$ cat src/verilog/csf_pkg.sv
// codec serial frame interface: shared constants, types and register map
// assumes a 32-bit apb slave port and a single 20 MHz system clock
package csf_pkg;
	// register byte offsets
	localparam logic [7:0]  CSF_CTRL_ONE_OFS  = 8'h00;
	localparam logic [7:0]  CSF_CTRL_TWO_OFS  = 8'h04;
	localparam logic [7:0]  CSF_STATUS_OFS    = 8'h08;
	localparam logic [7:0]  CSF_TXBUF_OFS     = 8'h10;
	localparam logic [7:0]  CSF_RXBUF_OFS     = 8'h20;
	// control_one_reg fields
	localparam int          CSF_EN_BIT        = 0;
	localparam int          CSF_FSDIR_BIT     = 1;
	localparam int          CSF_IDLE_BIT      = 2;
	localparam int          CSF_FSMODE_LSB    = 3;
	localparam int          CSF_DIV_LSB       = 16;
	// control_two_reg fields
	localparam int          CSF_CKDIR_BIT     = 0;
	localparam int          CSF_WS_LSB        = 4;
	localparam int          CSF_FL_LSB        = 8;
	// reset values
	localparam logic [31:0] CSF_CTRL_ONE_RST  = 32'h0000_0000;
	localparam logic [31:0] CSF_CTRL_TWO_RST  = 32'h0000_00f0;
	// ac-link framing figures
	localparam logic [4:0]  CSF_AC_WORD_LEN   = 5'h10;
	localparam logic [8:0]  CSF_AC_FRAME_LEN  = 9'h100;
	localparam logic [7:0]  CSF_AC_SYNC_HIGH  = 8'h10;

	typedef enum logic [1:0] {
		CSF_MODE_MULTI = 2'h0,
		CSF_MODE_I2S   = 2'h1,
		CSF_MODE_AC16  = 2'h2,
		CSF_MODE_AC20  = 2'h3
	} csf_fsmode_e;

	typedef enum logic [1:0] {
		CSF_ST_IDLE  = 2'h1,
		CSF_ST_FRAME = 2'h2
	} csf_state_e;

	typedef struct packed {
		logic        module_enable_bit;
		logic        frame_sync_direction;
		logic        idle_output_mode;
		csf_fsmode_e frame_sync_mode_field;
		logic [11:0] clock_divider;
		logic        bit_clock_direction;
		logic [3:0]  word_size_field;
		logic [3:0]  frame_length_field;
	} csf_cfg_s;

	typedef struct packed {
		logic bit_clock_o;
		logic bit_clock_oe_n;
		logic serial_out_o;
		logic serial_out_oe_n;
		logic frame_sync_o;
		logic frame_sync_oe_n;
	} csf_pins_s;
endpackage : csf_pkg

$ cat src/verilog/csf_codec_serial.sv
// codec serial frame interface: apb registers, shadow buffers, framing
// assumes pins pass through pads that resolve level from the oe_n outputs
//
// Added by the designer: the register addresses and register access over APB.
`timescale 1ns/1ps
module csf_codec_serial (
	// clock and reset
	input  wire logic                clk,
	input  wire logic                reset,
	// apb slave
	input  wire logic                psel,
	input  wire logic                penable,
	input  wire logic                pwrite,
	input  wire logic [7:0]          paddr,
	input  wire logic [31:0]         pwdata,
	output logic                     pready,
	output logic [31:0]              prdata,
	output logic                     pslverr,
	// link pins
	input  wire logic                bit_clock_pin_i,
	input  wire logic                serial_in_pin,
	input  wire logic                frame_sync_pin_i,
	output csf_pkg::csf_pins_s       pins
);
	import csf_pkg::*;

	logic [31:0] ctrl_one_ff;
	logic [31:0] ctrl_two_ff;
	logic [15:0] buf_mem [0:7];
	logic [31:0] prdata_ff;
	logic        pslverr_ff;
	csf_cfg_s    cfg;

	assign cfg.module_enable_bit     = ctrl_one_ff[CSF_EN_BIT];
	assign cfg.frame_sync_direction  = ctrl_one_ff[CSF_FSDIR_BIT];
	assign cfg.idle_output_mode      = ctrl_one_ff[CSF_IDLE_BIT];
	assign cfg.frame_sync_mode_field = csf_fsmode_e'(ctrl_one_ff[CSF_FSMODE_LSB +: 2]);
	assign cfg.clock_divider         = ctrl_one_ff[CSF_DIV_LSB +: 12];
	assign cfg.bit_clock_direction   = ctrl_two_ff[CSF_CKDIR_BIT];
	assign cfg.word_size_field       = ctrl_two_ff[CSF_WS_LSB +: 4];
	assign cfg.frame_length_field    = ctrl_two_ff[CSF_FL_LSB +: 4];

	// ---------------- apb decode ----------------
	wire       bus_setup  = psel & ~penable;
	wire       bus_write  = psel & penable & pwrite;
	wire       hit_one    = paddr == CSF_CTRL_ONE_OFS;
	wire       hit_two    = paddr == CSF_CTRL_TWO_OFS;
	wire       hit_stat   = paddr == CSF_STATUS_OFS;
	wire       hit_tx     = paddr[7:4] == CSF_TXBUF_OFS[7:4] && paddr[1:0] == 2'h0;
	wire       hit_rx     = paddr[7:4] == CSF_RXBUF_OFS[7:4] && paddr[1:0] == 2'h0;
	wire       hit_any    = hit_one | hit_two | hit_stat | hit_tx | hit_rx;
	wire [2:0] cpu_tx_adr = {1'b1, paddr[3:2]};
	wire [2:0] cpu_rx_adr = {1'b0, paddr[3:2]};

	// ---------------- pin synchronisers ----------------
	logic [2:0] sync1_ff;
	logic [2:0] sync2_ff;
	always_ff @(posedge clk) begin
		sync1_ff <= {frame_sync_pin_i, serial_in_pin, bit_clock_pin_i};
		sync2_ff <= sync1_ff;
	end
	wire ck_pin_s = sync2_ff[0];
	wire din_s    = sync2_ff[1];
	wire fs_pin_s = sync2_ff[2];

	// ---------------- bit clock generator ----------------
	logic [11:0] div_cnt_ff;
	logic        gen_ck_ff;
	wire         gen_on   = cfg.clock_divider != 12'h000;
	wire         div_wrap = div_cnt_ff == cfg.clock_divider;
	always_ff @(posedge clk) begin
		if (reset || !gen_on) begin
			div_cnt_ff <= 12'h000;
			gen_ck_ff  <= 1'b0;
		end else if (div_wrap) begin
			div_cnt_ff <= 12'h000;
			gen_ck_ff  <= ~gen_ck_ff;
		end else begin
			div_cnt_ff <= div_cnt_ff + 12'h001;
		end
	end

	// ---------------- bit clock edges ----------------
	logic ck_prev_ff;
	wire  ck_lvl = cfg.bit_clock_direction ? ck_pin_s : gen_ck_ff;
	wire  run    = cfg.module_enable_bit;
	always_ff @(posedge clk) begin
		if (reset || !run) begin
			ck_prev_ff <= 1'b0;
		end else begin
			ck_prev_ff <= ck_lvl;
		end
	end
	wire ck_rise = run & ck_lvl & ~ck_prev_ff;
	wire ck_fall = run & ~ck_lvl & ck_prev_ff;

	// ---------------- frame geometry ----------------
	wire       is_ac     = cfg.frame_sync_mode_field == CSF_MODE_AC16 ||
	                       cfg.frame_sync_mode_field == CSF_MODE_AC20;
	wire       is_i2s    = cfg.frame_sync_mode_field == CSF_MODE_I2S;
	wire       is_master = ~cfg.frame_sync_direction;
	wire [3:0] wlast     = is_ac ? 4'hf : cfg.word_size_field;
	wire [3:0] flast     = is_ac ? 4'hf : cfg.frame_length_field;
	wire [4:0] wlen      = is_ac ? CSF_AC_WORD_LEN : {1'b0, wlast} + 5'h01;
	wire [4:0] fwords    = {1'b0, flast} + 5'h01;
	wire [8:0] flen      = is_ac ? CSF_AC_FRAME_LEN : 9'(wlen) * 9'(fwords);
	wire [7:0] fbit_last = 8'(flen - 9'h001);
	wire [7:0] half_m1   = 8'(flen[8:1] - 8'h01);

	// ---------------- sequence state ----------------
	csf_state_e  state_ff;
	logic [3:0]  bit_cnt_ff;
	logic [3:0]  word_cnt_ff;
	logic [7:0]  fbit_ff;
	logic [1:0]  ptr_ff;
	logic [15:0] shift_ff;
	logic        din_smp_ff;
	logic        fs_smp_ff;
	logic        start_pend_ff;
	logic        sdo_ff;
	logic        tx_period_ff;
	logic        fs_out_ff;

	wire active    = state_ff == CSF_ST_FRAME;
	wire bit_end   = bit_cnt_ff == wlast;
	wire frame_end = bit_end && word_cnt_ff == flast;

	// slave sync detection on the sampling edge
	wire fs_seen   = is_i2s ? (fs_pin_s != fs_smp_ff) : fs_pin_s;
	wire start     = is_master ? ~active : start_pend_ff;
	wire finish    = ~is_master & active & frame_end & ~start;
	wire store     = active & bit_end;
	wire word_go   = start | (store & ~finish);

	wire [3:0] nxt_bit  = (start || bit_end) ? 4'h0 : bit_cnt_ff + 4'h1;
	wire [3:0] nxt_word = (start || frame_end) ? 4'h0 :
	                      (bit_end ? word_cnt_ff + 4'h1 : word_cnt_ff);
	wire [7:0] nxt_fbit = (start || frame_end) ? 8'h00 : fbit_ff + 8'h01;
	wire [1:0] nxt_ptr  = store ? ptr_ff + 2'h1 : ptr_ff;

	wire [15:0] rx_raw  = {shift_ff[14:0], din_smp_ff};
	wire [15:0] rx_word = rx_raw << (4'hf - wlast);
	wire [15:0] tx_word = buf_mem[{1'b1, nxt_ptr}];
	wire [2:0]  rx_adr  = {1'b0, ptr_ff};

	// master sync shape for the bit period that begins now
	wire fs_multi = nxt_fbit == fbit_last;
	wire fs_ac    = nxt_fbit == fbit_last || nxt_fbit < CSF_AC_SYNC_HIGH - 8'h01;
	wire fs_i2s   = nxt_fbit != fbit_last && nxt_fbit >= half_m1;
	wire nxt_fs   = is_ac ? fs_ac : (is_i2s ? fs_i2s : fs_multi);

	// sampling edge: data and sync captured
	always_ff @(posedge clk) begin
		if (reset || !run) begin
			din_smp_ff    <= 1'b0;
			fs_smp_ff     <= 1'b0;
			start_pend_ff <= 1'b0;
		end else if (ck_fall) begin
			din_smp_ff    <= din_s;
			fs_smp_ff     <= fs_pin_s;
			start_pend_ff <= 1'b0;
			if (!is_master && (!active || frame_end) && fs_seen) begin
				start_pend_ff <= 1'b1;
			end
		end else if (ck_rise && start) begin
			start_pend_ff <= 1'b0;
		end
	end

	// launch edge: counters, shift register, outputs
	always_ff @(posedge clk) begin
		if (reset || !run) begin
			state_ff     <= CSF_ST_IDLE;
			bit_cnt_ff   <= 4'h0;
			word_cnt_ff  <= 4'h0;
			fbit_ff      <= 8'h00;
			ptr_ff       <= 2'h0;
			shift_ff     <= 16'h0000;
			sdo_ff       <= 1'b0;
			tx_period_ff <= 1'b0;
			fs_out_ff    <= 1'b0;
		end else if (ck_rise) begin
			if (start) begin
				state_ff <= CSF_ST_FRAME;
			end else if (finish) begin
				state_ff <= CSF_ST_IDLE;
			end
			if (start || active) begin
				bit_cnt_ff  <= nxt_bit;
				word_cnt_ff <= nxt_word;
				fbit_ff     <= nxt_fbit;
			end
			ptr_ff <= nxt_ptr;
			if (word_go) begin
				shift_ff <= tx_word;
				sdo_ff   <= tx_word[15];
			end else begin
				shift_ff <= rx_raw;
				sdo_ff   <= shift_ff[14];
			end
			tx_period_ff <= start | (active & ~finish);
			fs_out_ff    <= is_master & (start | active) & nxt_fs;
		end
	end
	wire rx_we = ck_rise & store;

	// ---------------- apb registers and shadow memory ----------------
	always_ff @(posedge clk) begin
		if (reset) begin
			ctrl_one_ff <= CSF_CTRL_ONE_RST;
			ctrl_two_ff <= CSF_CTRL_TWO_RST;
		end else if (bus_write && hit_one) begin
			ctrl_one_ff <= pwdata;
		end else if (bus_write && hit_two) begin
			ctrl_two_ff <= pwdata;
		end
	end

	always_ff @(posedge clk) begin
		if (bus_write && hit_tx) begin
			buf_mem[cpu_tx_adr] <= pwdata[15:0];
		end
		if (rx_we) begin
			buf_mem[rx_adr] <= rx_word;
		end
	end

	wire [31:0] stat_word = {28'h0, gen_on, active, ptr_ff};
	wire [31:0] rd_data   = hit_one  ? ctrl_one_ff :
	                        hit_two  ? ctrl_two_ff :
	                        hit_stat ? stat_word :
	                        hit_tx   ? {16'h0000, buf_mem[cpu_tx_adr]} :
	                        hit_rx   ? {16'h0000, buf_mem[cpu_rx_adr]} : 32'h0000_0000;

	always_ff @(posedge clk) begin
		if (reset) begin
			prdata_ff  <= 32'h0000_0000;
			pslverr_ff <= 1'b0;
		end else if (bus_setup) begin
			prdata_ff  <= pwrite ? 32'h0000_0000 : rd_data;
			pslverr_ff <= ~hit_any;
		end
	end
	assign pready  = psel & penable;
	assign prdata  = prdata_ff;
	assign pslverr = pslverr_ff;

	// ---------------- pin drive ----------------
	assign pins.bit_clock_o     = gen_ck_ff;
	assign pins.bit_clock_oe_n  = ~(gen_on & ~cfg.bit_clock_direction);
	assign pins.serial_out_o    = run & tx_period_ff & sdo_ff;
	assign pins.serial_out_oe_n = ~run | (~tx_period_ff & cfg.idle_output_mode);
	assign pins.frame_sync_o    = fs_out_ff;
	assign pins.frame_sync_oe_n = ~(run & is_master);
endmodule : csf_codec_serial

$ cat config.mk
export PLATFORM = sky130hd
export DESIGN_NAME = csf_codec_serial
export DESIGN_NICKNAME = d
export VERILOG_FILES = /design/src/verilog/csf_pkg.sv /design/src/verilog/csf_codec_serial.sv
export SDC_FILE = /design/constraint.sdc
export NUM_CORES = 1
export LEC_CHECK = 0
export BUFFER_PORTS_ARGS = -buffer_cell sky130_fd_sc_hd__clkbuf_2
export CELL_PAD_IN_SITES_DETAIL_PLACEMENT = 1
export CELL_PAD_IN_SITES_GLOBAL_PLACEMENT = 2
export CORE_MARGIN = 2
export CORE_UTILIZATION = 25
export DETAILED_ROUTE_END_ITERATION = 10
export PLACE_DENSITY = 0.55
export SETUP_SLACK_MARGIN = 0.02
export SLEW_MARGIN = 20
export SYNTH_ARGS = -nofsm -noshare
export SYNTH_HDL_FRONTEND = slang
export SYNTH_SLANG_ARGS = --single-unit
export TNS_END_PERCENT = 10
$ cat constraint.sdc
create_clock -name clk -period 7.1 [get_ports clk]
set_clock_uncertainty 0.15 [all_clocks]
set_input_delay 0.71 -clock clk [delete_from_list [all_inputs] [get_ports clk]]
set_output_delay 0.71 -clock clk [all_outputs]
set_load 0.03 [all_outputs]
# ---- Yosys cells after proc, flatten, opt, wreduce, memory -nomap -nowiden
# Memories as Yosys holds them, arrays and structs flattened.
# Cells that the tools add are included.
dict set report totals {
  reg_bits 158
  ram_bits 128
  elab_cells 157
  n_memories 1
}
# name words word_bits rd rd_ports_with_merged_regs wr line_no
set memory_table {}
lappend memory_table {buf_mem 8 16 3 0 2 csf_codec_serial.sv:29} ;# logic [15:0] buf_mem [0:7];
dict set report op_classes {
  addsub 10
  multipliers 1
  magnitude_cmp 2
  n_eq_ne 14
  n_shift 1
  mux 31
  bitwise 44
  n_reduce_logical 32
}
# op count
set op_table {}
lappend op_table {{$mux W32} 3}
lappend op_table {{$mux W16} 3}
lappend op_table {{$and A1 B1 Y1} 21}
lappend op_table {{$mux W4} 5}
lappend op_table {{$shl A16 B4 Y16} 1}
lappend op_table {{$sub A8 B1 Y8 const B} 2}
lappend op_table {{$mux W15} 1}
lappend op_table {{$not A1 Y1} 15}
lappend op_table {{$mux W1} 13}
lappend op_table {{$add A12 B1 Y12 const B} 1}
lappend op_table {{$eq A12 B12 Y1} 1}
lappend op_table {{$reduce_bool A12 Y1} 1}
lappend op_table {{$add A4 B1 Y5 const B} 2}
lappend op_table {{$logic_and A1 B1 Y1} 10}
lappend op_table {{$mul A5 B5 Y9} 1}
lappend op_table {{$mux W9} 1}
lappend op_table {{$add A4 B1 Y4 const B} 2}
lappend op_table {{$add A8 B1 Y8 const B} 1}
lappend op_table {{$eq A4 B4 Y1} 2}
lappend op_table {{$eq A8 B3 Y1 const B} 1}
lappend op_table {{$eq A8 B4 Y1 const B} 1}
lappend op_table {{$eq A8 B8 Y1} 1}
lappend op_table {{$ge A8 B8 Y1} 1}
lappend op_table {{$logic_not A8 Y1} 1}
lappend op_table {{20 further kinds} 44}

# ---- Longest topological paths before layout
# Gate-level depths: netlist of the first run.
dict set report logic_depth {
  word_depth 13
  mapped_depth 29
  mapped_depth_nobuf 25
}

# ---- Worst setup path before layout of the first run
# Ideal clock, no wire load.
dict set report synth_timing {
  path_type {register to register}
  start {reg ctrl_one_ff[4]}
  end {reg fs_out_ff}
  setup_time_ps 69
  arrival_ps 6396
  required_ps 6881
  path_slack_ps 485
  path_stages_with_launch 30
  n_path_buf 4
  synth_period_minus_slack_ps 6615
  cell_sequence {dfxtp_1 buf_6 buf_2 buf_1 nor2_2 buf_2 inv_1 ha_1 xor2_1 nand2_1 or3_1 fa_1 fa_1 inv_1 fa_1 ha_1 or2_2 a31oi_1 o21ai_0 xnor2_1 o211ai_1 xnor2_1 nand2_1 ha_1 o21a_1 nor2_1 a21oi_1 o211ai_1 mux2_1 o21ai_1}
}
dict set report synth_via {
  elab_chain_len 13
}
# item line_no
set synth_lines {}
lappend synth_lines {{start: declaration} csf_codec_serial.sv:27} ;# logic [31:0] ctrl_one_ff;
lappend synth_lines {{start signal: assignment} csf_codec_serial.sv:213} ;# ctrl_one_ff <= pwdata;
lappend synth_lines {{$eq A2 B2 Y1 (on tied branches)} {csf_codec_serial.sv:98, csf_codec_serial.sv:99}}
lappend synth_lines {{$logic_or A1 B1 Y1} csf_codec_serial.sv:98} ;# wire is_ac = cfg.frame_sync_mode_field == CSF_MODE_AC16 ||
lappend synth_lines {{$mux W4} csf_codec_serial.sv:102} ;# wire [3:0] wlast = is_ac ? 4'hf : cfg.word_size_field;
lappend synth_lines {{$add A4 B1 Y5} csf_codec_serial.sv:104} ;# wire [4:0] wlen = is_ac ? CSF_AC_WORD_LEN : {1'b0, wlast} + 5'h01;
lappend synth_lines {{$mux W5} csf_codec_serial.sv:104}
lappend synth_lines {{$mul A5 B5 Y9} csf_codec_serial.sv:106} ;# wire [8:0] flen = is_ac ? CSF_AC_FRAME_LEN : 9'(wlen) * 9'(fwords);
lappend synth_lines {{$mux W9} csf_codec_serial.sv:106}
lappend synth_lines {{$sub A8 B1 Y8 (on tied branches)} {csf_codec_serial.sv:108, csf_codec_serial.sv:107}}
lappend synth_lines {{$ge A8 B8 Y1 or $ne A8 B8 Y1 (tied branches)} csf_codec_serial.sv:149} ;# wire fs_i2s = nxt_fbit != fbit_last && nxt_fbit >= half_m1;
lappend synth_lines {{$logic_and A1 B1 Y1} csf_codec_serial.sv:149}
lappend synth_lines {{$mux W1} csf_codec_serial.sv:150} ;# wire nxt_fs = is_ac ? fs_ac : (is_i2s ? fs_i2s : fs_multi);
lappend synth_lines {{$mux W1 *} csf_codec_serial.sv:150}
lappend synth_lines {{$and A1 B1 Y1 *} csf_codec_serial.sv:202} ;# fs_out_ff <= is_master & (start | active) & nxt_fs;
lappend synth_lines {{end signal: assignment} csf_codec_serial.sv:202}
lappend synth_lines {{end: declaration} csf_codec_serial.sv:122} ;# logic fs_out_ff;
# Every way passes the cells marked *; elsewhere a longest branch is shown, timed or not.
# A chain may end at the register's enable or synchronous reset.

# ---- Worst setup path after layout of the first run
# Same ends and word-level chain as after synthesis.

==> metrics.json, run 1 <==
{
  "run_status": {"value": "finished clean"},
  "global_route.overflow_total": {"value": 0},
  "post_cts_repair_timing_setup_buffer_count": {"value": 0},
  "worst-endpoint-required": {"value": 7.38, "unit": "ns"},
  "row_count": {"value": 88},
  "cts-hold-fix-buffers": {"value": 0},
  "io_pins": {"value": 88},
  "floorplan.initialDensity": {"value": 0.252},
  "cts-buffers-inserted": {"value": 36},
  "dp.cells": {"value": 2144},
  "avgRoutedWirePerCell": {"value": 21.2, "unit": "um"},
  "detail_route.drc_violations": {"value": 0},
  "drt_pre_antenna_iters": {"value": 4},
  "peak_freq": {"value": 154, "unit": "MHz"},
  "drv.max_cap_violation_count": {"value": 0},
  "fin_crit": {"value": 6.48, "unit": "ns"},
  "detailroute.via_count": {"value": 10700},
  "post-place-ws": {"value": 0.575, "unit": "ns"},
  "post-synth-top-area-fraction": {"value": 0.266},
  "tns": {"value": 0, "unit": "ns"},
  "htreeDepth": {"value": 2},
  "wirelength": {"value": 46900, "unit": "um"},
  "yosysWarnings": {"value": 0},
  "worst-slew-pin-transition": {"value": 1.04, "unit": "ns"},
  "worst_hold_slack": {"value": 0.124, "unit": "ns"},
  "width_of_the_die": {"value": 244, "unit": "um"},
  "place.gp.congestion": {"value": 0.744},
  "number_of_distinct_library_cell_variants_in_the_gate_level_netlist_after_synthesis": {"value": 76},
  "drtIter0Drc": {"value": 589},
  "static-leakage-power": {"value": 5.95, "unit": "nW"},
  "grt_start_max_net_pins": {"value": 63},
  "post_layout_nonfiller_instances": {"value": 2211},
  "top_layer": {"value": "met5"},
  "critical_path.endpoint_type": {"value": "flip-flop"},
  "die_area": {"value": 59700, "unit": "um^2"},
  "grt_pass1_vias": {"value": 11400},
  "worst-r2r-setup-slack": {"value": 0.62, "unit": "ns"},
  "clock_latency": {"value": 0.55, "unit": "ns"},
  "synth_async_sr_flop_share": {"value": 0},
  "drive_above_1_share": {"value": 0.170},
  "critical_path_peak_fanout": {"value": 14},
  "synthToLayoutAreaGrowth": {"value": 16.8, "unit": "%"},
  "cts-root-to-sink-buffers": {"value": 3},
  "synth_top_flop_cell": {"value": "sky130_fd_sc_hd__dfxtp_1"},
  "total_nets_after_synthesis": {"value": 1449},
  "route.detailed.vias_per_inst": {"value": 4.83},
  "dpl.hpwl": {"value": 32900, "unit": "um"},
  "hold_path_class": {"value": "in -> reg"},
  "clk_root_buffer_cell": {"value": "sky130_fd_sc_hd__clkbuf_16"},
  "wire_length_of_the_first_global_routing_pass": {"value": 72300, "unit": "um"},
  "syn_inst": {"value": 1356},
  "timing_worst_setup_path_type": {"value": "reg -> reg"},
  "die_height": {"value": 244, "unit": "um"},
  "slew-limit-headroom": {"value": 0.305},
  "number_of_synthesized_flops_with_an_enable_pin": {"value": 128},
  "clock_sinks": {"value": 286},
  "post_synth.cell_area_avg": {"value": 10.6, "unit": "um^2"},
  "post_cts.resized_instances": {"value": 0},
  "tritoncts": {"value": "done"},
  "timing_max_transition_violations_final": {"value": 0},
  "final_critical_path_setup_slack": {"value": 0.624, "unit": "ns"},
  "wl_met1": {"value": 21600, "unit": "um"},
  "ir_worst_vdd": {"value": 179, "unit": "uV"},
  "fin_util": {"value": 0.294},
  "rsz_0062_raised_after_global_routing": {"value": "false"},
  "worst_setup_start_kind": {"value": "flip-flop"},
  "clk_pin_slew_worst_paths": {"value": 0.06, "unit": "ns"},
  "worstPathArrival": {"value": 6.76, "unit": "ns"},
  "synth.ff_latch_count": {"value": 286},
  "met3_length": {"value": 1680, "unit": "um"},
  "place.port_buffers": {"value": 87},
  "hold_viol": {"value": 0},
  "synth.top_cells.by_area": {"value": "sky130_fd_sc_hd__edfxtp_1 27%, sky130_fd_sc_hd__dfxtp_1 22%, sky130_fd_sc_hd__mux4_2 6.7%"},
  "synth.largest_area_cell": {"value": "sky130_fd_sc_hd__edfxtp_1"},
  "timing.final.crit_share": {"value": 0.912},
  "design.core.area": {"value": 57400, "unit": "um^2"},
  "netlist_area": {"value": 14400, "unit": "um^2"},
  "num-nets-final": {"value": 1510},
  "number_of_antenna_violations_at_the_first_check_in_global_routing": {"value": 6},
  "pwr_density": {"value": 219, "unit": "nW/um^2"},
  "grt.total_usage": {"value": 0.159},
  "ant_nets": {"value": 0},
  "synth_sequential_area_ratio": {"value": 0.485},
  "number_of_endpoints_failing_setup_at_the_final_stage": {"value": 0},
  "wl_met2": {"value": 22400, "unit": "um"}
}
[report_power, final]
group,internal (W),total (W),leakage [nW],switching [W]
sequential,0.00171,0.00172,2.55,0.00000125
combinational,0.0000292,0.0000850,2.80,0.0000558
clock,0.00116,0.00188,0.595,0.000718
[per-layer routing]
metal | up-vias | global-route usage
met1 | 5380 | 0.210
met5 | - | 0
met3 | 61 | 0.0275
met4 | 6 | 0.0482
li1 | 5084 | -
met2 | 149 | 0.267
[worst paths after layout]
check	to	startpoint	depth (start not counted)
max	fs_out_ff$_SDFFE_PP0P_	ctrl_one_ff[4]$_SDFFE_PP0P_	24
min	sync1_ff[0]$_DFF_P_	bit_clock_pin_i	1
min reg2reg	sync2_ff[2]$_DFF_P_	sync1_ff[2]$_DFF_P_	0
max reg2reg	fs_out_ff$_SDFFE_PP0P_	ctrl_one_ff[4]$_SDFFE_PP0P_	24
[synthesized netlist by cell type (3+ instances only)]
library cell / n
sky130_fd_sc_hd__nor4_1: 7
sky130_fd_sc_hd__buf_1: 6
sky130_fd_sc_hd__buf_2: 10
sky130_fd_sc_hd__clkbuf_8: 5
sky130_fd_sc_hd__o211ai_1: 9
sky130_fd_sc_hd__a22o_1: 29
sky130_fd_sc_hd__or2_2: 8
sky130_fd_sc_hd__nor2_1: 138
sky130_fd_sc_hd__nor2b_1: 7
sky130_fd_sc_hd__o21ai_1: 4
sky130_fd_sc_hd__o21a_1: 6
sky130_fd_sc_hd__nand2_1: 179
sky130_fd_sc_hd__or3_1: 11
sky130_fd_sc_hd__mux2i_1: 48
sky130_fd_sc_hd__mux4_1: 6
sky130_fd_sc_hd__fa_1: 8
sky130_fd_sc_hd__nand3b_1: 8
sky130_fd_sc_hd__dfxtp_1: 158
sky130_fd_sc_hd__xor2_1: 23
sky130_fd_sc_hd__and3_1: 12
sky130_fd_sc_hd__and3_2: 4
sky130_fd_sc_hd__inv_1: 36
sky130_fd_sc_hd__a21oi_1: 97
sky130_fd_sc_hd__nor3b_1: 5
sky130_fd_sc_hd__clkbuf_1: 62
sky130_fd_sc_hd__and2_1: 7
sky130_fd_sc_hd__o21ai_0: 19
sky130_fd_sc_hd__a221o_1: 14
sky130_fd_sc_hd__a211oi_1: 30
sky130_fd_sc_hd__mux4_2: 43
sky130_fd_sc_hd__nor3_1: 26
sky130_fd_sc_hd__ha_1: 37
sky130_fd_sc_hd__nand4_1: 11
sky130_fd_sc_hd__xnor2_1: 39
sky130_fd_sc_hd__a31oi_1: 5
sky130_fd_sc_hd__nand2b_1: 6
sky130_fd_sc_hd__a22oi_1: 34
sky130_fd_sc_hd__buf_6: 4
sky130_fd_sc_hd__nand3_1: 19
sky130_fd_sc_hd__a211o_1: 3
sky130_fd_sc_hd__edfxtp_1: 128
[placed cells by master, fill, tap and decap left out, types with 12 or more instances in the layout]
cell	instances
sky130_fd_sc_hd__edfxtp_1	128
sky130_fd_sc_hd__mux2i_1	48
sky130_fd_sc_hd__clkbuf_16	37
sky130_fd_sc_hd__nor3_1	24
sky130_fd_sc_hd__xor2_1	23
sky130_fd_sc_hd__xnor2_1	39
sky130_fd_sc_hd__ha_1	37
sky130_fd_sc_hd__inv_1	36
sky130_fd_sc_hd__a21oi_1	97
sky130_fd_sc_hd__clkbuf_2	86
sky130_fd_sc_hd__nor2_1	136
sky130_fd_sc_hd__dfxtp_1	158
sky130_fd_sc_hd__mux4_2	43
sky130_fd_sc_hd__o21ai_0	19
sky130_fd_sc_hd__buf_4	27
sky130_fd_sc_hd__and3_1	12
sky130_fd_sc_hd__a22oi_1	34
sky130_fd_sc_hd__a221o_1	14
sky130_fd_sc_hd__nand3_1	19
sky130_fd_sc_hd__nand2_1	177
sky130_fd_sc_hd__a211oi_1	30
sky130_fd_sc_hd__a22o_1	29
[cell type report]
cell class                 instances  area, um^2
antenna                            3        7.51
timing repair buffer             113         633
inverter                          37         139
clock buffer                      51        1040
tap                              765         957
clock inverter                    13         174
fill                            6386       40500
multi-input combinational        943        6900
sequential                       286        7010
[critical path, stage by stage (launching register included)]
cell	delay (ns)
sky130_fd_sc_hd__dfxtp_1	0.62
sky130_fd_sc_hd__nor2_1	0.12
sky130_fd_sc_hd__inv_1	0.10
sky130_fd_sc_hd__ha_1	0.20
sky130_fd_sc_hd__xor2_1	0.20
sky130_fd_sc_hd__nand2_1	0.14
sky130_fd_sc_hd__or3_1	0.36
sky130_fd_sc_hd__fa_1	0.47
sky130_fd_sc_hd__fa_1	0.54
sky130_fd_sc_hd__inv_1	0.05
sky130_fd_sc_hd__fa_1	0.48
sky130_fd_sc_hd__ha_1	0.36
sky130_fd_sc_hd__xnor2_1	0.48
sky130_fd_sc_hd__o211ai_1	0.19
sky130_fd_sc_hd__and2_1	0.22
sky130_fd_sc_hd__nor2_1	0.19
sky130_fd_sc_hd__o211ai_1	0.14
sky130_fd_sc_hd__xnor2_1	0.17
sky130_fd_sc_hd__nand2_1	0.09
sky130_fd_sc_hd__ha_1	0.22
sky130_fd_sc_hd__a2111oi_0	0.41
sky130_fd_sc_hd__a21oi_1	0.12
sky130_fd_sc_hd__o211ai_1	0.10
sky130_fd_sc_hd__mux2_1	0.15
sky130_fd_sc_hd__o21ai_1	0.06
[stage by stage]
step	total power (W)	cell area (um^2)
finish	0.00368	16900
global route	0.00382	16800
CTS	0.00375	16800
detailed placement	0.00184	15600
global placement	0.00184	15600
floorplan	0.00179	14400
[flip-flops by register name (all words and copies together) (netlist names)]
signal and cells:
fs_out_ff 1, tx_period_ff 1, ptr_ff 2, din_smp_ff 1, prdata 32, word_cnt_ff 4, ctrl_one_ff 32, bit_cnt_ff 4
pslverr 1, start_pend_ff 1, sdo_ff 1, fbit_ff 8, ctrl_two_ff 32, fs_smp_ff 1, sync2_ff 3, state_ff 2
buf_mem 128, ck_prev_ff 1, shift_ff 15, sync1_ff 3, div_cnt_ff 12, gen_ck_ff 1
[logic make-up after synthesis]
family,synth area share
DFF,0.485
AOI/OAI and AO/OA,0.129
buffers and inverters,0.0411
xor gates and xnor gates,0.0411
muxes,0.113
and+or+nand+nor,0.147
adders and majority gates,0.0432
Power figures use the tool's default switching activity.
==> run 2: changes to the inputs <==
--- a/config.mk
+++ b/config.mk
@@ -11,10 +11,10 @@
 export CORE_MARGIN = 2
 export CORE_UTILIZATION = 25
 export DETAILED_ROUTE_END_ITERATION = 10
-export PLACE_DENSITY = 0.55
+export PLACE_DENSITY = 0.53
 export SETUP_SLACK_MARGIN = 0.02
 export SLEW_MARGIN = 20
 export SYNTH_ARGS = -nofsm -noshare
 export SYNTH_HDL_FRONTEND = slang
 export SYNTH_SLANG_ARGS = --single-unit
-export TNS_END_PERCENT = 10
+export TNS_END_PERCENT = 50
==> constraint.sdc (replaced) <==
create_clock -name clk -period 8.1 [get_ports clk]
set_clock_uncertainty 0.15 [all_clocks]
set_input_delay 0.81 -clock clk [delete_from_list [all_inputs] [get_ports clk]]
set_output_delay 0.81 -clock clk [all_outputs]
set_load 0.03 [all_outputs]
==> metrics.json, run 2 (same netlist as run 1, synthesis figures left out) <==
{
  "place.gp.congestion": {"value": 0.753, "change": "+1.3%"},
  "largest_register": {"value": "buf_mem"},
  "cts-buffers-inserted": {"value": 37, "change": "+2.8%"},
  "clock_latency": {"value": 0.55, "unit": "ns", "change": "about the same"},
  "worst_hold_slack": {"value": 0.179, "unit": "ns", "change": "+0.0547 ns"},
  "slew-limit-headroom": {"value": 0.285, "change": "-0.0202"},
  "worst-slew-pin-transition": {"value": 1.07, "unit": "ns", "change": "+0.0301 ns"},
  "worst_setup_path_endpoint": {"value": "fs_out_ff$_SDFFE_PP0P_"},
  "grt_start_max_net_pins": {"value": 72, "change": "+14%"},
  "pwr_density": {"value": 190, "unit": "nW/um^2", "change": "-13%"},
  "reg2regPathDepth": {"value": 24, "change": "unchanged"},
  "area_taken_by_flip_flops_and_latches": {"value": 7010, "unit": "um^2", "change": "unchanged"},
  "clk_root_buffer_cell": {"value": "sky130_fd_sc_hd__clkbuf_16"},
  "wirelength": {"value": 47600, "unit": "um", "change": "+1.5%"},
  "rsz_0062_raised_after_global_routing": {"value": "false"},
  "ant_nets": {"value": 0, "change": "unchanged"},
  "route.detailed.vias_per_inst": {"value": 4.87, "change": "+0.84%"},
  "multi_input_comb_area": {"value": 6880, "unit": "um^2", "change": "-0.25%"},
  "hold_path_class": {"value": "reg -> reg"},
  "io_pins": {"value": 88, "change": "unchanged"},
  "floorplan.initialDensity": {"value": 0.252, "change": "unchanged"},
  "dpl.hpwl": {"value": 33000, "unit": "um", "change": "+0.42%"},
  "num-nets-final": {"value": 1508, "change": "-0.13%"},
  "worst_setup_start_kind": {"value": "flip-flop"},
  "ir_worst_vdd": {"value": 106, "unit": "uV", "change": "-41%"},
  "synthToLayoutAreaGrowth": {"value": 16.2, "unit": "%"},
  "cts-hold-fix-buffers": {"value": 0, "change": "unchanged"},
  "worst-endpoint-required": {"value": 8.38, "unit": "ns", "change": "+1.00 ns"},
  "num_antenna_cells": {"value": 0, "change": "-3"},
  "crit-reg2reg-launch": {"value": "ctrl_two_ff[4]$_SDFFE_PP1P_"},
  "detailroute.via_count": {"value": 10700, "change": "+0.56%"},
  "nFillCells": {"value": 6405, "change": "+0.30%"},
  "detail_route.drc_violations": {"value": 0, "change": "unchanged"},
  "place.port_buffers": {"value": 87, "change": "unchanged"},
  "drive_above_1_share": {"value": 0.170, "change": "-0.000339"},
  "cts-root-to-sink-buffers": {"value": 3, "change": "unchanged"},
  "timing_max_transition_violations_final": {"value": 0, "change": "unchanged"},
  "hold_viol": {"value": 0, "change": "unchanged"},
  "clock_sinks": {"value": 286, "change": "unchanged"},
  "die_area": {"value": 59700, "unit": "um^2", "change": "unchanged"},
  "tns": {"value": 0, "unit": "ns", "change": "unchanged"},
  "finalPower": {"value": 0.00319, "unit": "W", "change": "-13%"},
  "tritoncts": {"value": "done"},
  "drv.max_cap_violation_count": {"value": 0, "change": "unchanged"},
  "global_route.overflow_total": {"value": 0, "change": "unchanged"},
  "width_of_the_die": {"value": 244, "unit": "um", "change": "unchanged"},
  "fin_crit": {"value": 6.88, "unit": "ns", "change": "+0.402 ns"},
  "number_of_antenna_violations_at_the_first_check_in_global_routing": {"value": 5, "change": "-1"},
  "run_status": {"value": "finished clean"},
  "avgRoutedWirePerCell": {"value": 21.6, "unit": "um", "change": "+1.8%"},
  "timing.final.crit_share": {"value": 0.849, "change": "-0.0630"},
  "r2r-end": {"value": "fs_out_ff$_SDFFE_PP0P_"},
  "row_count": {"value": 88, "change": "unchanged"},
  "static-leakage-power": {"value": 5.93, "unit": "nW", "change": "-0.35%"},
  "worstPathArrival": {"value": 7.16, "unit": "ns", "change": "+0.40 ns"},
  "peak_freq": {"value": 145, "unit": "MHz", "change": "-5.8%"},
  "grt.total_usage": {"value": 0.161, "change": "+0.00151"},
  "critical_path.endpoint_type": {"value": "flip-flop"},
  "mostFrequentLayoutCell": {"value": "sky130_fd_sc_hd__nand2_1"},
  "post_cts.resized_instances": {"value": 0, "change": "unchanged"},
  "drt_pre_antenna_iters": {"value": 5, "change": "+1"},
  "critPathLaunch": {"value": "ctrl_two_ff[4]$_SDFFE_PP1P_"},
  "mostFrequentLayoutCells": {"value": "178 x sky130_fd_sc_hd__nand2_1, 158 x sky130_fd_sc_hd__dfxtp_1, 137 x sky130_fd_sc_hd__nor2_1"},
  "number_of_endpoints_failing_setup_at_the_final_stage": {"value": 0, "change": "unchanged"},
  "die_height": {"value": 244, "unit": "um", "change": "unchanged"},
  "critical_path_peak_fanout": {"value": 14, "change": "unchanged"},
  "wire_length_of_the_first_global_routing_pass": {"value": 72700, "unit": "um", "change": "+0.54%"},
  "htreeDepth": {"value": 2, "change": "unchanged"},
  "worst-r2r-setup-slack": {"value": 1.22, "unit": "ns", "change": "+0.60 ns"},
  "drtIter0Drc": {"value": 710, "change": "+21%"},
  "grt_pass1_vias": {"value": 11200, "change": "-1.5%"},
  "design.core.area": {"value": 57400, "unit": "um^2", "change": "unchanged"},
  "post_cts_repair_timing_setup_buffer_count": {"value": 0, "change": "unchanged"},
  "clk_pin_slew_worst_paths": {"value": 0.06, "unit": "ns", "change": "about the same"},
  "largest_register_ffs": {"value": 128, "change": "unchanged"},
  "timing_worst_setup_path_type": {"value": "reg -> reg"}
}
-- run 2: cell count changes in the layout (fill, tap and decap cells not counted), sizes merged --
cell    previous run  this run
bufinv             4         0
buf               27        24
diode              3         0
clkbuf           137       139
clkinv             7         8
inv               38        39
-- run 2: layout make-up --
type / instances / share of cell area
clock inverters: 11 / 0.00395
well taps: 765 / 0.0570
inverters: 37 / 0.00828
flip-flops and latches: 286 / 0.418
multi-input cells: 943 / 0.410
repair buffers: 110 / 0.0364
clock buffers: 53 / 0.0667
-- run 2: routing by layer --
metal	GRT usage	vias to the layer above	part of all wire
met3	0.0342	53	0.043
met5	0	-	0.0012
li1	-	5076	-
met1	0.217	5445	0.47
met4	0.0344	8	0.016
met2	0.264	158	0.47
-- run 2: power by group --
group	internal, W	switching (W)
logic	0.0000249	0.0000489
registers	0.00150	0.00000110
clock network	0.000959	0.000650
-- run 2: how the worst min path moves through the flow --
| stage | startpoint | to | cells past startpoint |
|---|---|---|---|
| after floorplan | sync1_ff[0]$_DFF_P_ | sync2_ff[0]$_DFF_P_ | 0 |
| after global placement | sync1_ff[0]$_DFF_P_ | sync2_ff[0]$_DFF_P_ | 0 |
| after detailed placement | sync1_ff[2]$_DFF_P_ | sync2_ff[2]$_DFF_P_ | 0 |
| after CTS | sync1_ff[0]$_DFF_P_ | sync2_ff[0]$_DFF_P_ | 0 |
| after global routing | sync1_ff[2]$_DFF_P_ | sync2_ff[2]$_DFF_P_ | 0 |
| final | sync1_ff[2]$_DFF_P_ | sync2_ff[2]$_DFF_P_ | 0 |
-- run 2: worst max-delay path, cell delays in order (launching register included) --
cell                        delay (ns)
sky130_fd_sc_hd__dfxtp_1          0.52
sky130_fd_sc_hd__nor2_1           0.10
sky130_fd_sc_hd__inv_1            0.45
sky130_fd_sc_hd__ha_1             0.31
sky130_fd_sc_hd__xor2_1           0.20
sky130_fd_sc_hd__nand2_1          0.14
sky130_fd_sc_hd__or3_1            0.36
sky130_fd_sc_hd__fa_1             0.47
sky130_fd_sc_hd__fa_1             0.55
sky130_fd_sc_hd__inv_1            0.06
sky130_fd_sc_hd__fa_1             0.48
sky130_fd_sc_hd__ha_1             0.36
sky130_fd_sc_hd__xnor2_1          0.50
sky130_fd_sc_hd__o211ai_1         0.20
sky130_fd_sc_hd__and2_1           0.22
sky130_fd_sc_hd__nor2_1           0.20
sky130_fd_sc_hd__o211ai_1         0.15
sky130_fd_sc_hd__xnor2_1          0.16
sky130_fd_sc_hd__nand2_1          0.07
sky130_fd_sc_hd__ha_1             0.21
sky130_fd_sc_hd__a2111oi_0        0.43
sky130_fd_sc_hd__a21oi_1          0.14
sky130_fd_sc_hd__o211ai_1         0.11
sky130_fd_sc_hd__mux2_1           0.15
sky130_fd_sc_hd__o21ai_1          0.07
-- run 2: through the flow --
step           setup WS [ns]  cells  instance area [um^2]  utilization
6_report                1.22   2205                 16800        0.293
3_3_place_gp            1.44   2141                 15600        0.272
2_1_floorplan           1.49   1356                 14400            -
3_5_place_dp            1.22   2141                 15600        0.272
4_1_cts                 1.20   2205                 16800        0.293
5_1_grt                0.537   2205                 16800        0.293
==> run 3: changes to the inputs <==
==> constraint.sdc (replaced) <==
create_clock -name clk -period 6.7 [get_ports clk]
set_clock_uncertainty 0.15 [all_clocks]
set_input_delay 0.67 -clock clk [delete_from_list [all_inputs] [get_ports clk]]
set_output_delay 0.67 -clock clk [all_outputs]
set_load 0.03 [all_outputs]
==> metrics.json, run 3 (same netlist as run 1, synthesis figures left out) <==
{
  "run_status": {"value": "finished clean"},
  "min_delay_path_depth": {"value": 1, "change": "+1"},
  "ir_worst_vdd": {"value": 141, "unit": "uV", "change": "+33%"},
  "htreeDepth": {"value": 2, "change": "unchanged"},
  "timing.final.crit_share": {"value": 0.915, "change": "+0.0661"},
  "postPlaceCellArea": {"value": 15600, "unit": "um^2", "change": "+0.22%"},
  "worst_setup_start_kind": {"value": "flip-flop"},
  "worst-r2r-setup-slack": {"value": 0.57, "unit": "ns", "change": "-0.65 ns"},
  "tritoncts": {"value": "done"},
  "place.port_buffers": {"value": 87, "change": "unchanged"},
  "cts-buffers-inserted": {"value": 36, "change": "-2.7%"},
  "clock_latency": {"value": 0.54, "unit": "ns", "change": "about the same"},
  "clk_pin_slew_worst_paths": {"value": 0.06, "unit": "ns", "change": "about the same"},
  "synthToLayoutAreaGrowth": {"value": 16.1, "unit": "%"},
  "grt_pass1_vias": {"value": 11100, "change": "-0.81%"},
  "tns": {"value": 0, "unit": "ns", "change": "unchanged"},
  "ant_nets": {"value": 0, "change": "unchanged"},
  "design.core.area": {"value": 57400, "unit": "um^2", "change": "unchanged"},
  "crit-reg2reg-launch": {"value": "ctrl_one_ff[4]$_SDFFE_PP0P_"},
  "detailroute.via_count": {"value": 10700, "change": "-0.14%"},
  "floorplan.initialDensity": {"value": 0.252, "change": "unchanged"},
  "mostFrequentLayoutCell": {"value": "sky130_fd_sc_hd__nand2_1"},
  "critical_path_peak_fanout": {"value": 4, "change": "-10"},
  "cp_top_family": {"value": "adder cells"},
  "critical_path.max_stage_delay": {"value": 0.54, "unit": "ns", "change": "about the same"},
  "drive_above_1_share": {"value": 0.171, "change": "+0.000795"},
  "dpl.hpwl": {"value": 33200, "unit": "um", "change": "+0.56%"},
  "worstPathBufferInverterCount": {"value": 2, "change": "unchanged"},
  "slew-limit-headroom": {"value": 0.325, "change": "+0.0397"},
  "final_critical_path_setup_slack": {"value": 0.568, "unit": "ns", "change": "-0.654 ns"},
  "drv.max_cap_violation_count": {"value": 0, "change": "unchanged"},
  "global_route.overflow_total": {"value": 0, "change": "unchanged"},
  "grt_start_max_net_pins": {"value": 74, "change": "+2.8%"},
  "number_of_antenna_violations_at_the_first_check_in_global_routing": {"value": 5, "change": "unchanged"},
  "worstHoldEndpoint": {"value": "sync1_ff[1]$_DFF_P_"},
  "timing_worst_setup_path_type": {"value": "reg -> reg"},
  "fin_util": {"value": 0.292, "change": "-0.000349"},
  "final_area": {"value": 16800, "unit": "um^2", "change": "-0.12%"},
  "timing_max_transition_violations_final": {"value": 0, "change": "unchanged"},
  "grt.total_usage": {"value": 0.159, "change": "-0.00144"},
  "clock_sinks": {"value": 286, "change": "unchanged"},
  "number_of_endpoints_failing_setup_at_the_final_stage": {"value": 0, "change": "unchanged"},
  "rsz_0062_raised_after_global_routing": {"value": "false"},
  "mostFrequentLayoutCells": {"value": "178 x sky130_fd_sc_hd__nand2_1, 157 x sky130_fd_sc_hd__dfxtp_1, 137 x sky130_fd_sc_hd__nor2_1"},
  "avgRoutedWirePerCell": {"value": 21.5, "unit": "um", "change": "-0.45%"},
  "hold_crit_start": {"value": "serial_in_pin"},
  "timing.critical_path.slowest_stage_cell": {"value": "sky130_fd_sc_hd__fa_1"},
  "drtIter0Drc": {"value": 635, "change": "-11%"},
  "worstPathArrival": {"value": 6.41, "unit": "ns", "change": "-0.75 ns"},
  "worst-endpoint-required": {"value": 6.97, "unit": "ns", "change": "-1.41 ns"},
  "io_pins": {"value": 88, "change": "unchanged"},
  "post_cts_repair_timing_setup_buffer_count": {"value": 0, "change": "unchanged"},
  "clk_root_buffer_cell": {"value": "sky130_fd_sc_hd__clkbuf_16"},
  "detail_route.drc_violations": {"value": 0, "change": "unchanged"},
  "width_of_the_die": {"value": 244, "unit": "um", "change": "unchanged"},
  "num-nets-final": {"value": 1512, "change": "+0.27%"},
  "post_cts.resized_instances": {"value": 0, "change": "unchanged"},
  "die_area": {"value": 59700, "unit": "um^2", "change": "unchanged"},
  "cts-hold-fix-buffers": {"value": 0, "change": "unchanged"},
  "fin_crit": {"value": 6.13, "unit": "ns", "change": "-0.746 ns"},
  "r2r-end": {"value": "fs_out_ff$_SDFFE_PP0P_"},
  "largest_register_ffs": {"value": 128, "change": "unchanged"},
  "wire_length_of_the_first_global_routing_pass": {"value": 71800, "unit": "um", "change": "-1.1%"},
  "hold_path_class": {"value": "in -> reg"},
  "route.detailed.vias_per_inst": {"value": 4.85, "change": "-0.41%"},
  "wirelength": {"value": 47500, "unit": "um", "change": "-0.18%"},
  "post_layout_nonfiller_instances": {"value": 2211, "change": "+0.27%"},
  "die_height": {"value": 244, "unit": "um", "change": "unchanged"},
  "reg2regPathDepth": {"value": 24, "change": "unchanged"},
  "worstPathCellList": {"value": "nor2_1, inv_1, ha_1, xor2_1, nand2_1, or3_1, fa_1, fa_1, inv_1, fa_1, ha_1, or2_2, a31oi_1, o21ai_0, xnor2_1, o211ai_1, xnor2_1, nand2_1, ha_1, a2111oi_1, a21oi_1, o211ai_1, mux2_1, o21ai_1"},
  "largest_register": {"value": "buf_mem"},
  "hold_viol": {"value": 0, "change": "unchanged"},
  "worst-slew-pin-transition": {"value": 1.01, "unit": "ns", "change": "-0.0591 ns"},
  "static-leakage-power": {"value": 5.91, "unit": "nW", "change": "-0.29%"},
  "row_count": {"value": 88, "change": "unchanged"},
  "drt_pre_antenna_iters": {"value": 6, "change": "+1"},
  "peak_freq": {"value": 163, "unit": "MHz", "change": "+12%"},
  "place.gp.congestion": {"value": 0.726, "change": "-3.7%"},
  "post-place-ws": {"value": 0.388, "unit": "ns", "change": "-0.830 ns"},
  "critical_path.endpoint_type": {"value": "flip-flop"},
  "cts-root-to-sink-buffers": {"value": 3, "change": "unchanged"},
  "pwr_density": {"value": 225, "unit": "nW/um^2", "change": "+18%"},
  "dp.cells": {"value": 2146, "change": "+0.23%"}
}
-- run 3: cell types whose count changed in the layout (fill, tap and decap cells not counted), moves of 2 or more --
cell and change:
sky130_fd_sc_hd__clkbuf_8 -6, sky130_fd_sc_hd__clkinv_1 +3, sky130_fd_sc_hd__buf_4 +5, sky130_fd_sc_hd__clkbuf_16 -2, sky130_fd_sc_hd__clkinvlp_4 +2, sky130_fd_sc_hd__clkinv_4 +2
-- run 3: stage by stage --
stage	hold slack, ns	total power (W)
finish	0.0900	0.00377
global route	0.0700	0.00390
CTS	0.0643	0.00384
detailed placement	0.166	0.00195
global placement	0.162	0.00195
floorplan	0.160	0.00190
-- run 3: how the worst max path moves through the flow --
| stage | start | to | slack [ns] | depth (start not counted) |
|---|---|---|---|---|
| 2_1_floorplan | ctrl_one_ff[4]$_SDFFE_PP0P_ | fs_out_ff$_SDFFE_PP0P_ | 0.09 | 29 |
| 3_3_place_gp | ctrl_two_ff[5]$_SDFFE_PP1P_ | fs_out_ff$_SDFFE_PP0P_ | 0.60 | 25 |
| 3_5_place_dp | ctrl_two_ff[5]$_SDFFE_PP1P_ | fs_out_ff$_SDFFE_PP0P_ | 0.39 | 24 |
| 4_1_cts | ctrl_two_ff[5]$_SDFFE_PP1P_ | fs_out_ff$_SDFFE_PP0P_ | 0.37 | 24 |
| 5_1_grt | ctrl_one_ff[4]$_SDFFE_PP0P_ | fs_out_ff$_SDFFE_PP0P_ | 0.06 | 24 |
| 6_report | ctrl_one_ff[4]$_SDFFE_PP0P_ | fs_out_ff$_SDFFE_PP0P_ | 0.57 | 24 |
-- run 3: area by class of cell --
type | instances | area, um^2
inverter | 37 | 139
clock buffer | 46 | 990
clock inverter | 18 | 129
multi-input combinational | 943 | 6890
antenna | 1 | 2.50
sequential | 286 | 7010
tap | 765 | 957
fill | 6434 | 40600
timing repair buffer | 115 | 648
-- run 3: routing by layer --
layer | global-route usage | vias to the layer above | part of all wire
met5 | 0 | - | 0.0011
met4 | 0.0457 | 8 | 0.024
met3 | 0.0268 | 67 | 0.036
met2 | 0.262 | 169 | 0.47
met1 | 0.215 | 5398 | 0.46
li1 | - | 5083 | -
-- run 3: where the power goes --
| group | switching, W | internal (W) | total [W] |
|---|---|---|---|
| Combinational | 0.0000600 | 0.0000304 | 0.0000904 |
| Sequential | 0.00000121 | 0.00182 | 0.00182 |
| Clock | 0.000774 | 0.00109 | 0.00186 |
